**config.mk**
```make
export PLATFORM = sky130hd
export DESIGN_NAME = bit_and_control_op_decoder
export DESIGN_NICKNAME = d
export VERILOG_FILES = /design/src/core/return_stack.v /design/src/core/bit_and_control_op_decoder.v
export VERILOG_INCLUDE_DIRS = /design/src /design/src/include
export SDC_FILE = /design/constraint.sdc
export NUM_CORES = 2
export LEC_CHECK = 0
export ABC_AREA = 1
export BUFFER_PORTS_ARGS = -buffer_cell sky130_fd_sc_hd__buf_2
export CAP_MARGIN = 10
export CORE_ASPECT_RATIO = 0.8
export CORE_MARGIN = 4
export CORE_UTILIZATION = 55
export CTS_BUF_LIST = sky130_fd_sc_hd__clkbuf_8 sky130_fd_sc_hd__clkbuf_16
export DETAILED_ROUTE_END_ITERATION = 10
export PLACE_DENSITY = 0.81
export RECOVER_POWER = 100
export SLEW_MARGIN = 20
export SYNTH_ARGS = -nofsm -noshare
export SYNTH_HDL_FRONTEND = slang
export SYNTH_SLANG_ARGS = --single-unit
```
**constraint.sdc**
```tcl
create_clock -name i_clk -period 3 [get_ports i_clk]
set_input_delay 0.6 -clock i_clk [delete_from_list [all_inputs] [get_ports i_clk]]
set_output_delay 0.6 -clock i_clk [all_outputs]
set_load 0.02 [all_outputs]
```
**src/include/bit_ctrl_defs.vh**
```
`ifndef BIT_CTRL_DEFS_VH
`define BIT_CTRL_DEFS_VH

// register byte offsets on the avalon slave
`define OFS_CTRL 4'h0
`define OFS_PC 4'h4
`define OFS_STATUS 4'h8
`define OFS_STACK_TOP 4'hc

// control register fields
`define CTRL_RUN_BIT 0
`define CTRL_PRESC_BIT 1
`define CTRL_C_BIT 4
`define CTRL_Z_BIT 5
`define CTRL_OV_BIT 6
`define CTRL_N_BIT 7
`define CTRL_RESET 8'h00

// status register fields
`define STAT_TIMEOUT_BIT 8
`define STAT_POWERDOWN_BIT 9
`define STAT_HIGH_IRQ_EN_BIT 10
`define STAT_LOW_IRQ_EN_BIT 11
`define STAT_SLEEP_BIT 12
`define STAT_DEPTH_LSB 16

// reset values
`define PC_RESET 20'h00000
`define WORKING_REG_RESET 8'h00

// opcode fields
`define OP_BIT_CLEAR 4'h9
`define OP_BIT_SET 4'h8
`define OP_BIT_TOGGLE 4'h7
`define OP_SKIP_CLEAR 4'hb
`define OP_SKIP_SET 4'ha
`define OP_BRANCH_GRP 4'he
`define OP_REL_GRP 4'hd
`define OP_EXT_WORD 4'hf
`define OP_LIT_RET_HI 8'h0c
`define OP_CALL_HI 7'h76
`define OP_JUMP_HI 8'hef
`define OP_SLEEP 16'h0003
`define OP_PUSH 16'h0005
`define OP_POP 16'h0006
`define OP_IRQ_RET_HI 15'h0008

`endif

```
**src/core/return_stack.v**
```verilog
`timescale 1ns/100ps
`default_nettype none

// hardware return stack, shift style; push when full drops the oldest entry
module return_stack #(
  parameter WIDTH = 20,
  parameter DEPTH = 31,
  parameter CNT_W = 5
) (
  input wire i_clk,
  input wire i_rst_n,
  input wire i_push,
  input wire i_pop,
  input wire [WIDTH-1:0] i_data,
  output wire [WIDTH-1:0] o_top,
  output wire [CNT_W-1:0] o_depth
);

  // chain: field 0 is the pushed word, 1..DEPTH the slots, DEPTH+1 a constant zero
  wire [WIDTH*(DEPTH+2)-1:0] chain;
  reg [CNT_W-1:0] depth_q;

  assign chain[WIDTH-1:0] = i_data;
  // the field past the last slot is zero so a pop shifts in zero
  assign chain[WIDTH*(DEPTH+2)-1:WIDTH*(DEPTH+1)] = {WIDTH{1'b0}};
  assign o_top = chain[2*WIDTH-1:WIDTH];
  assign o_depth = depth_q;

  genvar gi;
  generate
    for (gi = 0; gi < DEPTH; gi = gi + 1) begin : g_entry
      reg [WIDTH-1:0] slot_q;
      assign chain[WIDTH*(gi+1) +: WIDTH] = slot_q;
      // each slot takes its lower neighbour on push, its upper one on pop
      always @(posedge i_clk or negedge i_rst_n) begin
        if (!i_rst_n) begin
          slot_q <= {WIDTH{1'b0}};
        end else if (i_push) begin
          slot_q <= chain[WIDTH*gi +: WIDTH];
        end else if (i_pop) begin
          slot_q <= chain[WIDTH*(gi+2) +: WIDTH];
        end
      end
    end
  endgenerate

  // occupancy count, saturating at both ends
  always @(posedge i_clk or negedge i_rst_n) begin
    if (!i_rst_n) begin
      depth_q <= {CNT_W{1'b0}};
    end else if (i_push && depth_q != DEPTH[CNT_W-1:0]) begin
      depth_q <= depth_q + 1'b1;
    end else if (i_pop && !i_push && depth_q != {CNT_W{1'b0}}) begin
      depth_q <= depth_q - 1'b1;
    end
  end

endmodule // return_stack

`default_nettype wire

```
**src/core/bit_and_control_op_decoder.v**
```verilog
// Behaviour
// - clear/set/toggle bit; ports read pin levels
// - skip next word when tested bit clear
// - skip next word when tested bit set
// - branch on zero/carry/overflow and their inverses
// - branch on negative or not negative
// - pc change or skip adds no-op cycle
// - two-word call pushes return, jumps absolute
// - two-word absolute jump
// - lone extension word executes as no-op
// - pop discards return stack top, one cycle
// - push stores address of the next word, one cycle
// - interrupt return pops, re-enables interrupt bits
// - literal return loads working register, returns
// - sleep enters standby, updates timeout/powerdown
// - bit op on timer zero clears prescaler
//
// Implementation choices: register access over Avalon-MM and the register addresses.
`timescale 1ns/100ps
`default_nettype none
`include "bit_ctrl_defs.vh"

module bit_and_control_op_decoder #(
  parameter PC_W = 20,
  parameter STACK_DEPTH = 31,
  parameter STACK_CNT_W = 5,
  parameter [8:0] TIMER0_ADDR = 9'h0d6
) (
  input wire i_clk,
  input wire i_rst_n,
  // program memory, read combinationally at o_pm_addr
  output wire [PC_W-1:0] o_pm_addr,
  input wire [15:0] i_pm_data,
  // file register read port
  output wire [8:0] o_file_raddr,
  input wire [7:0] i_file_rdata,
  input wire i_file_is_port,
  input wire [7:0] i_pin_data,
  // file register write port
  output reg o_file_we,
  output reg [8:0] o_file_waddr,
  output reg [7:0] o_file_wdata,
  output reg o_prescaler_clr,
  input wire i_wake,
  // avalon-mm slave
  input wire [3:0] i_avs_address,
  input wire i_avs_read,
  input wire i_avs_write,
  input wire [31:0] i_avs_writedata,
  input wire [3:0] i_avs_byteenable,
  output reg [31:0] o_avs_readdata,
  output wire o_avs_waitrequest
);

  localparam [3:0] S_EXEC = 4'b0001;
  localparam [3:0] S_FLUSH = 4'b0010;
  localparam [3:0] S_OPER = 4'b0100;
  localparam [3:0] S_SLEEP = 4'b1000;

  reg [3:0] state_q, state_d;
  reg [PC_W-1:0] pc_q, pc_d;
  reg [7:0] ctrl_q;
  reg [7:0] working_register_q, working_register_d;
  reg timeout_q, timeout_d;
  reg powerdown_q, powerdown_d;
  reg global_high_irq_enable_q, global_high_irq_enable_d;
  reg peripheral_low_irq_enable_q, peripheral_low_irq_enable_d;
  reg skip_q, skip_d;
  reg is_call_q, is_call_d;
  reg [7:0] k_lo_q, k_lo_d;
  reg ack_q;
  reg push, pop;
  reg [PC_W-1:0] push_data;
  reg we_d;
  reg [7:0] wdata_d;
  reg presc_d;
  reg cond_true;
  wire [PC_W-1:0] stack_top;
  wire [STACK_CNT_W-1:0] stack_depth;
  wire [15:0] w = i_pm_data;
  wire [3:0] top4 = w[15:12];
  wire [PC_W-1:0] pc_inc = pc_q + 1'b1;
  wire [PC_W-1:0] br8 = pc_inc + {{(PC_W-8){w[7]}}, w[7:0]};
  wire [PC_W-1:0] br11 = pc_inc + {{(PC_W-11){w[10]}}, w[10:0]};
  wire run = ctrl_q[`CTRL_RUN_BIT];
  wire [7:0] bit_mask = 8'h01 << w[11:9];
  // ports read back pin levels, other files the stored value
  wire [7:0] rmw_src = i_file_is_port ? i_pin_data : i_file_rdata;
  wire bit_val = |(rmw_src & bit_mask);
  wire acc = i_avs_read | i_avs_write;
  wire [31:0] be_mask = {{8{i_avs_byteenable[3]}}, {8{i_avs_byteenable[2]}},
                         {8{i_avs_byteenable[1]}}, {8{i_avs_byteenable[0]}}};
  wire [31:0] pc_word = {{(32-PC_W){1'b0}}, pc_q};
  wire [31:0] pc_merge = (pc_word & ~be_mask) | (i_avs_writedata & be_mask);
  wire [31:0] status_word;

  assign o_pm_addr = pc_q;
  assign o_file_raddr = {w[8], w[7:0]};
  assign o_avs_waitrequest = acc & ~ack_q;
  assign status_word = {{(16-STACK_CNT_W){1'b0}}, stack_depth, 3'h0, state_q[3],
                        peripheral_low_irq_enable_q, global_high_irq_enable_q,
                        powerdown_q, timeout_q, working_register_q};

  return_stack #(
    .WIDTH(PC_W),
    .DEPTH(STACK_DEPTH),
    .CNT_W(STACK_CNT_W)
  ) u_stack (
    .i_clk(i_clk),
    .i_rst_n(i_rst_n),
    .i_push(push),
    .i_pop(pop),
    .i_data(push_data),
    .o_top(stack_top),
    .o_depth(stack_depth)
  );

  // branch condition from the flag bits held in control
  always @* begin
    case (w[10:8])
      3'd0: cond_true = ctrl_q[`CTRL_Z_BIT];
      3'd1: cond_true = ~ctrl_q[`CTRL_Z_BIT];
      3'd2: cond_true = ctrl_q[`CTRL_C_BIT];
      3'd3: cond_true = ~ctrl_q[`CTRL_C_BIT];
      3'd4: cond_true = ctrl_q[`CTRL_OV_BIT];
      3'd5: cond_true = ~ctrl_q[`CTRL_OV_BIT];
      3'd6: cond_true = ctrl_q[`CTRL_N_BIT];
      default: cond_true = ~ctrl_q[`CTRL_N_BIT];
    endcase
  end

  // instruction sequencer: one clock per instruction cycle
  always @* begin
    state_d = state_q;
    pc_d = pc_q;
    working_register_d = working_register_q;
    timeout_d = timeout_q;
    powerdown_d = powerdown_q;
    global_high_irq_enable_d = global_high_irq_enable_q;
    peripheral_low_irq_enable_d = peripheral_low_irq_enable_q;
    skip_d = 1'b0;
    is_call_d = is_call_q;
    k_lo_d = k_lo_q;
    push = 1'b0;
    pop = 1'b0;
    push_data = pc_inc;
    we_d = 1'b0;
    wdata_d = 8'h00;
    presc_d = 1'b0;
    if (run) begin
      case (state_q)
        S_EXEC: begin
          pc_d = pc_inc;
          if (skip_q) begin
            // skipped word runs as a no-op; a following extension word is one too
            pc_d = pc_inc;
          end else if (top4 == `OP_BIT_CLEAR || top4 == `OP_BIT_SET ||
                       top4 == `OP_BIT_TOGGLE) begin
            we_d = 1'b1;
            if (top4 == `OP_BIT_CLEAR) begin
              wdata_d = rmw_src & ~bit_mask;
            end else if (top4 == `OP_BIT_SET) begin
              wdata_d = rmw_src | bit_mask;
            end else begin
              wdata_d = rmw_src ^ bit_mask;
            end
            presc_d = ({w[8], w[7:0]} == TIMER0_ADDR) && ctrl_q[`CTRL_PRESC_BIT];
          end else if (top4 == `OP_SKIP_CLEAR) begin
            skip_d = ~bit_val;
          end else if (top4 == `OP_SKIP_SET) begin
            skip_d = bit_val;
          end else if (top4 == `OP_BRANCH_GRP && !w[11]) begin
            if (cond_true) begin
              pc_d = br8;
              state_d = S_FLUSH;
            end
          end else if (top4 == `OP_BRANCH_GRP && w[15:9] == `OP_CALL_HI) begin
            k_lo_d = w[7:0];
            is_call_d = 1'b1;
            state_d = S_OPER;
          end else if (top4 == `OP_BRANCH_GRP && w[15:8] == `OP_JUMP_HI) begin
            k_lo_d = w[7:0];
            is_call_d = 1'b0;
            state_d = S_OPER;
          end else if (top4 == `OP_REL_GRP) begin
            if (w[11]) begin
              push = 1'b1;
            end
            pc_d = br11;
            state_d = S_FLUSH;
          end else if (top4 == `OP_EXT_WORD) begin
            pc_d = pc_inc;
          end else if (w == `OP_POP) begin
            pop = 1'b1;
          end else if (w == `OP_PUSH) begin
            push = 1'b1;
          end else if (w[15:1] == `OP_IRQ_RET_HI) begin
            pop = 1'b1;
            pc_d = stack_top;
            global_high_irq_enable_d = 1'b1;
            peripheral_low_irq_enable_d = 1'b1;
            state_d = S_FLUSH;
          end else if (w[15:8] == `OP_LIT_RET_HI) begin
            working_register_d = w[7:0];
            pop = 1'b1;
            pc_d = stack_top;
            state_d = S_FLUSH;
          end else if (w == `OP_SLEEP) begin
            timeout_d = 1'b0;
            powerdown_d = 1'b1;
            state_d = S_SLEEP;
          end
        end
        S_OPER: begin
          // second word supplies the upper twelve address bits
          pc_d = {w[PC_W-9:0], k_lo_q};
          push = is_call_q;
          push_data = pc_inc;
          state_d = S_EXEC;
        end
        S_FLUSH: begin
          state_d = S_EXEC;
        end
        default: begin
          if (i_wake) begin
            state_d = S_EXEC;
          end
        end
      endcase
    end
  end

  // sequencer state, with software writes to the pc taking priority
  always @(posedge i_clk or negedge i_rst_n) begin
    if (!i_rst_n) begin
      state_q <= S_EXEC;
      pc_q <= `PC_RESET;
      working_register_q <= `WORKING_REG_RESET;
      timeout_q <= 1'b0;
      powerdown_q <= 1'b0;
      global_high_irq_enable_q <= 1'b0;
      peripheral_low_irq_enable_q <= 1'b0;
      skip_q <= 1'b0;
      is_call_q <= 1'b0;
      k_lo_q <= 8'h00;
    end else begin
      state_q <= state_d;
      working_register_q <= working_register_d;
      timeout_q <= timeout_d;
      powerdown_q <= powerdown_d;
      global_high_irq_enable_q <= global_high_irq_enable_d;
      peripheral_low_irq_enable_q <= peripheral_low_irq_enable_d;
      is_call_q <= is_call_d;
      k_lo_q <= k_lo_d;
      if (run) begin
        skip_q <= skip_d;
      end
      if (i_avs_write && ack_q && i_avs_address == `OFS_PC) begin
        pc_q <= pc_merge[PC_W-1:0];
      end else begin
        pc_q <= pc_d;
      end
    end
  end

  // registered file write port and prescaler clear pulse
  always @(posedge i_clk or negedge i_rst_n) begin
    if (!i_rst_n) begin
      o_file_we <= 1'b0;
      o_file_waddr <= 9'h000;
      o_file_wdata <= 8'h00;
      o_prescaler_clr <= 1'b0;
    end else begin
      o_file_we <= we_d;
      o_file_waddr <= {w[8], w[7:0]};
      o_file_wdata <= wdata_d;
      o_prescaler_clr <= presc_d;
    end
  end

  // avalon slave: one wait cycle, read data captured in that cycle
  always @(posedge i_clk or negedge i_rst_n) begin
    if (!i_rst_n) begin
      ack_q <= 1'b0;
      ctrl_q <= `CTRL_RESET;
      o_avs_readdata <= 32'h00000000;
    end else begin
      ack_q <= acc & ~ack_q;
      if (i_avs_read && !ack_q) begin
        if (i_avs_address == `OFS_CTRL) begin
          o_avs_readdata <= {24'h000000, ctrl_q};
        end else if (i_avs_address == `OFS_PC) begin
          o_avs_readdata <= pc_word;
        end else if (i_avs_address == `OFS_STATUS) begin
          o_avs_readdata <= status_word;
        end else if (i_avs_address == `OFS_STACK_TOP) begin
          o_avs_readdata <= {{(32-PC_W){1'b0}}, stack_top};
        end else begin
          o_avs_readdata <= 32'h00000000;
        end
      end
      if (i_avs_write && ack_q && i_avs_address == `OFS_CTRL && i_avs_byteenable[0]) begin
        ctrl_q <= i_avs_writedata[7:0];
      end
    end
  end

endmodule // bit_and_control_op_decoder

`default_nettype wire

```
* Word level (Yosys, flattened, before mapping)
Cells that the tools add are included. W data, S select, Z words.
Word-level totals: output and inout port bits 81, register bits after elaboration 729
Cells by class: equality and inequality tests 38, multiplexer cells 156, $add $sub $neg 5, reduce and logical (&&, ||, !) cells 34, shift operators 1, bitwise logic cells 30
Operators with widths (number):
- $mux W20 | 79
- $mux W8 | 9
- $mux W4 | 16
- $mux W21 | 3
- $mux W1 | 43
- $add A20 B20 Y20 | 2
- $and A20 B20 Y20 | 2
- $pmux W20 S2 | 1
- $eq A4 B4 Y1 const B | 9
- $eq A16 B3 Y1 const B | 2
- $add A20 B1 Y20 const B | 1
- $not A20 Y20 | 1
- $or A20 B20 Y20 | 1
- $not A1 Y1 | 19
- $ne A6 B6 Y1 const B | 3
- $and A8 B8 Y8 | 2
- $eq A16 B2 Y1 const B | 1
- $reduce_and A16 Y1 | 1
- $eq A15 B4 Y1 const B | 1
- $reduce_and A15 Y1 | 1
- $reduce_and A14 Y1 | 1
- $eq A4 B3 Y1 const B | 3
- $logic_and A1 B1 Y1 | 12
- $reduce_and A11 Y1 | 1
- other kinds (36) | 50

* Depth between registers and ports, before layout
depth after elaboration 20, mapped depth 27, depth with buffers taken out 27

* Hierarchy
From an unflattened synthesis, not the netlist that was laid out.
Second synthesis, totals: cell total of the unflattened synthesis 4058, area, all modules 35957.0 um^2
Modules (own cells, without submodules):
- return_stack | cells each 2757, times used 1, sequential area each 15640.0 um^2, area an instance 27316.2 um^2
- bit_and_control_op_decoder | cells each 1301, times used 1, sequential area each 2328.5 um^2, area an instance 8640.8 um^2

* Worst setup path after synthesis
No wires, ideal clock.
kind register -> register, start point register with a tool-made name, end point register with a tool-made name, slack -79 ps, clock period less this slack 3079 ps, data required time 2923 ps, path buffers 0, stages on the path, launching flop included 26, library setup time 77 ps, arrival 3001 ps, cell sequence dfrtp_1 > ha_1 > nand3_1 > inv_1 > nand3_1 > nor2_1 > nand2_1 > inv_1 > nand4_1 > xor2_1 > inv_1 > ha_1 > nand2_1 > nor2_1 > nand2_1 > nor2_1 > nand2_1 > nand4_1 > nand3_1 > nand2_1 > nand3_1 > nand3_1 > nand2_1 > nand2_1 > nand2_1 > a21oi_1

==> results.toml <==
[run_status]
outcome = "complete, but fails checks"
violations = "setup timing"

[worst_setup_path]
cp-start-kind = "flip-flop"
cp-end-kind = "flip-flop"
critPathKind = "flip-flop to flip-flop"
reg2reg_depth = 24
cp_slowest_cell = "dfrtp_1"
path_cells = "buf_4 -> nand2_1 -> nor2_2 -> nand2_4 -> nor2_1 -> buf_4 -> nand2_1 -> xor2_2 -> inv_2 -> ha_1 -> nand4_1 -> a21oi_1 -> nor2_2 -> nand3_2 -> inv_1 -> nand2_1 -> nand3_1 -> nand2_1 -> nand2_1 -> nand3_1 -> nand2_1 -> nand2_1 -> nand2_1 -> a21oi_1"
worst_ep_required_time_ns = 3.54
arrival_ns = 3.67
r2r_setup_slack_ns = -0.13
cpMostUsedCell = "nand2_1"
max_stage_delay_ns = 0.39
worstPathMaxFanout = 5

[yosys]
synthFlopType = "dfrtp_1"
synth.avg_cell_area_um2 = 8.492
netlist_area_mm2 = 0.03584
async_reset_ff_share_pct = 100.0
synth-seq-cells = 718
synth_cell_type_count = 55
syn_inst = 4220
ys_warn_count = 0
synth_edf_count = 0
ys_seq_area_share_pct = 50.14

[job]
maxCapViolCount = 0

[placed_design]
gp_congestion = 1.019
io_buffers = 134
dpl.hpwl_mm = 63.81

[sta]
maxSlewViolCount = 0
slew_headroom_pct = 13.26
finalWorstSetupSlack_ns = -0.1327
min_period_over_period_pct = 104.4
rsz0062_at_grt = "true"
finalCriticalPeriod_ns = 3.133
setup_violations = 11
fmax_ghz = 0.3192
report.final.hold_viol_count = 0
tightest_slew_ns = 1.301
finClkSkew_ns = 0.01680
fin_hold_ws_ns = 0.2179

[global_route]
grt_pass1_vias = 30750
overflow = 0
grt_antenna_before_repair = 0
grt_pass1_wl_mm = 158.2
grt_max_degree = 213
grt_use_total_pct = 27.40

[floorplanning]
die_w_um = 293.4
die-area_mm2 = 0.06933
fp-row-count = 83
die_y_um = 236.3
start_util_pct = 55.66
io_pins = 159
core_mm2 = 0.06439

[finish]
fin_util_pct = 66.23
final_common_cell = "o21ai_0"
drive_gt1_share_pct = 16.05
fillCellCount = 4977
n_antenna_cell = 0
mostFrequentLayoutCells = "o21ai_0, dfrtp_1, inv_1, nand2_1, o21ai_1"
area_growth_pct = 19.00
nets = 4652

[min_path]
min_to = "ctrl_q[7]"
whs_path_depth = 3
hold_start = "i_avs_writedata[7]"
hold_class = "input port to flip-flop"

[power_and_ir_drop]
p_per_area_mw_per_mm2 = 949.7
finalPower_w = 0.04050
p_leak_nw = 20.38
peakVddDrop_uv = 558.7

[routing]
first_pass_iters = 8
vias = 31730
drcViolationCount = 0
ant_nets = 0
wl_mm = 96.89
drt_iter0_drc = 3047
post_drt_via_cell_ratio = 5.857
detail_route.wl_per_cell_um = 17.89

[clock_network]
ctsLongestPathBuffers = 3
cts_root_buffer = "clkbuf_16"
clk_pin_slew_ns = 0.06
htreeDepth = 3
cts_tree = "done"
clock-sinks = 718
clk_latency_ns = 0.62
cts_buffers = 73
cell type report:
cell class,instances,area [um2],share of cell area (%)
clock buffers,91,2120,4.970
clock inverters,39,379.1,0.8890
inverters,640,2424,5.683
multi-input cells,2581,14810,34.73
flip-flops and latches,718,17970,42.14
well taps,850,1064,2.494
repair buffers,498,3879,9.095
worst max path at each step:
stage                     end  slack [ns]  cells past startpoint
floorplan           flip-flop       0.007                     25
global placement    flip-flop       -0.34                     17
detailed placement  flip-flop       -0.42                     20
CTS                 flip-flop       -0.07                     25
global route        flip-flop       -0.34                     21
finish              flip-flop       -0.13                     24
sequential cells by signal, summed over array words and instances, names as in the netlist, named ones only:
signal	flops
u_stack.g_entry.slot_q	600
o_avs_readdata	21
u_stack.o_top	20
o_file_waddr	9
ctrl_q	8
k_lo_q	8
o_file_wdata	8
working_register_q	8
u_stack.o_depth	5
state_q	4
ack_q	1
is_call_q	1
o_file_we	1
o_prescaler_clr	1
peripheral_low_irq_enable_q	1
powerdown_q	1
skip_q	1
routing by layer:
layer  share of wire, %  global-route usage, %
met5                  0                      0
met4                1.8                  6.196
met3                8.0                  5.874
met2                 46                  42.22
met1                 44                  40.13
logic make-up (layout without fill, tap and decap cells):
family / Yosys count / after routing / share of synthesized area [%]
simple gates: 906 / 906 / 10.45
flops: 718 / 718 / 50.14
xor+xnor: 25 / 25 / 0.6110
compound gates: 1577 / 1577 / 25.14
other cells: 1 / 11 / 0.01046
buf+inv: 931 / 1268 / 11.44
fa+ha+maj: 62 / 62 / 2.207
repair_timing:
item	4_1_cts	5_1_grt
resized for setup	115	117
setup buffers	6	11
hold buffers	1	0
endpoints found under the hold margin	34	0
cloned	0	0
pin swaps	41	58
setup endpoints to repair	12	17
Yosys cell counts (3+ instances only):
cell,instances,area [um2]
a211oi_1,6,45.04
a21boi_0,3,22.52
a21o_1,6,45.04
a21oi_1,159,795.8
a221oi_1,9,78.83
a22oi_1,4,30.03
buf_1,3,11.26
buf_2,77,385.4
buf_4,30,225.2
buf_6,52,585.6
clkbuf_1,128,480.5
clkinv_1,4,15.01
dfrtp_1,717,17940
ha_1,60,750.7
inv_1,624,2342
inv_2,10,37.54
nand2_1,566,2125
nand2_2,4,25.02
nand3_1,94,470.5
nand3b_1,5,37.54
nand4_1,17,106.4
nor2_1,165,619.3
nor2_2,7,43.79
nor2_4,3,33.78
nor3_1,24,120.1
nor4_1,6,37.54
o211ai_1,47,352.8
o21ai_0,736,3684
o21ai_1,301,1506
o21bai_1,5,37.54
o221ai_1,203,1778
o22ai_1,85,531.8
o31ai_1,6,45.04
or2_2,4,25.02
xnor2_1,5,43.79
xor2_1,20,175.2
report_power, final:
part	internal, W	leakage [nW]	switching [W]
Combinational	0.00603	10.8	0.00864
Clock	0.00560	1.30	0.00384
Sequential	0.0140	8.32	0.00236
Total	0.0257	20.4	0.0148
per-stage QoR:
stage	setup WS, ns	TNS (ns)	area (um2)	std cells
final	-0.1327	-0.8256	42650	5417
after global routing	-0.3395	-15.02	42650	5417
after CTS	-0.06837	-0.4559	42250	5406
after detailed placement	-0.4198	-3.748	39210	5269
after global placement	-0.3426	-3.159	39210	5269
after floorplan	0.007281	0	35880	4230
worst max-delay path, delay by kind of cell, from the launching register on:
kind | cells | cell delay [ns]
adders and majority gates | 1 | 0.32
AOI/OAI and AO/OA | 2 | 0.33
xor gates and xnor gates | 1 | 0.21
and+or+nand+nor | 16 | 1.38
DFF | 1 | 0.39
buffers and inverters | 4 | 0.44
Power figures use the tool's default switching activity.
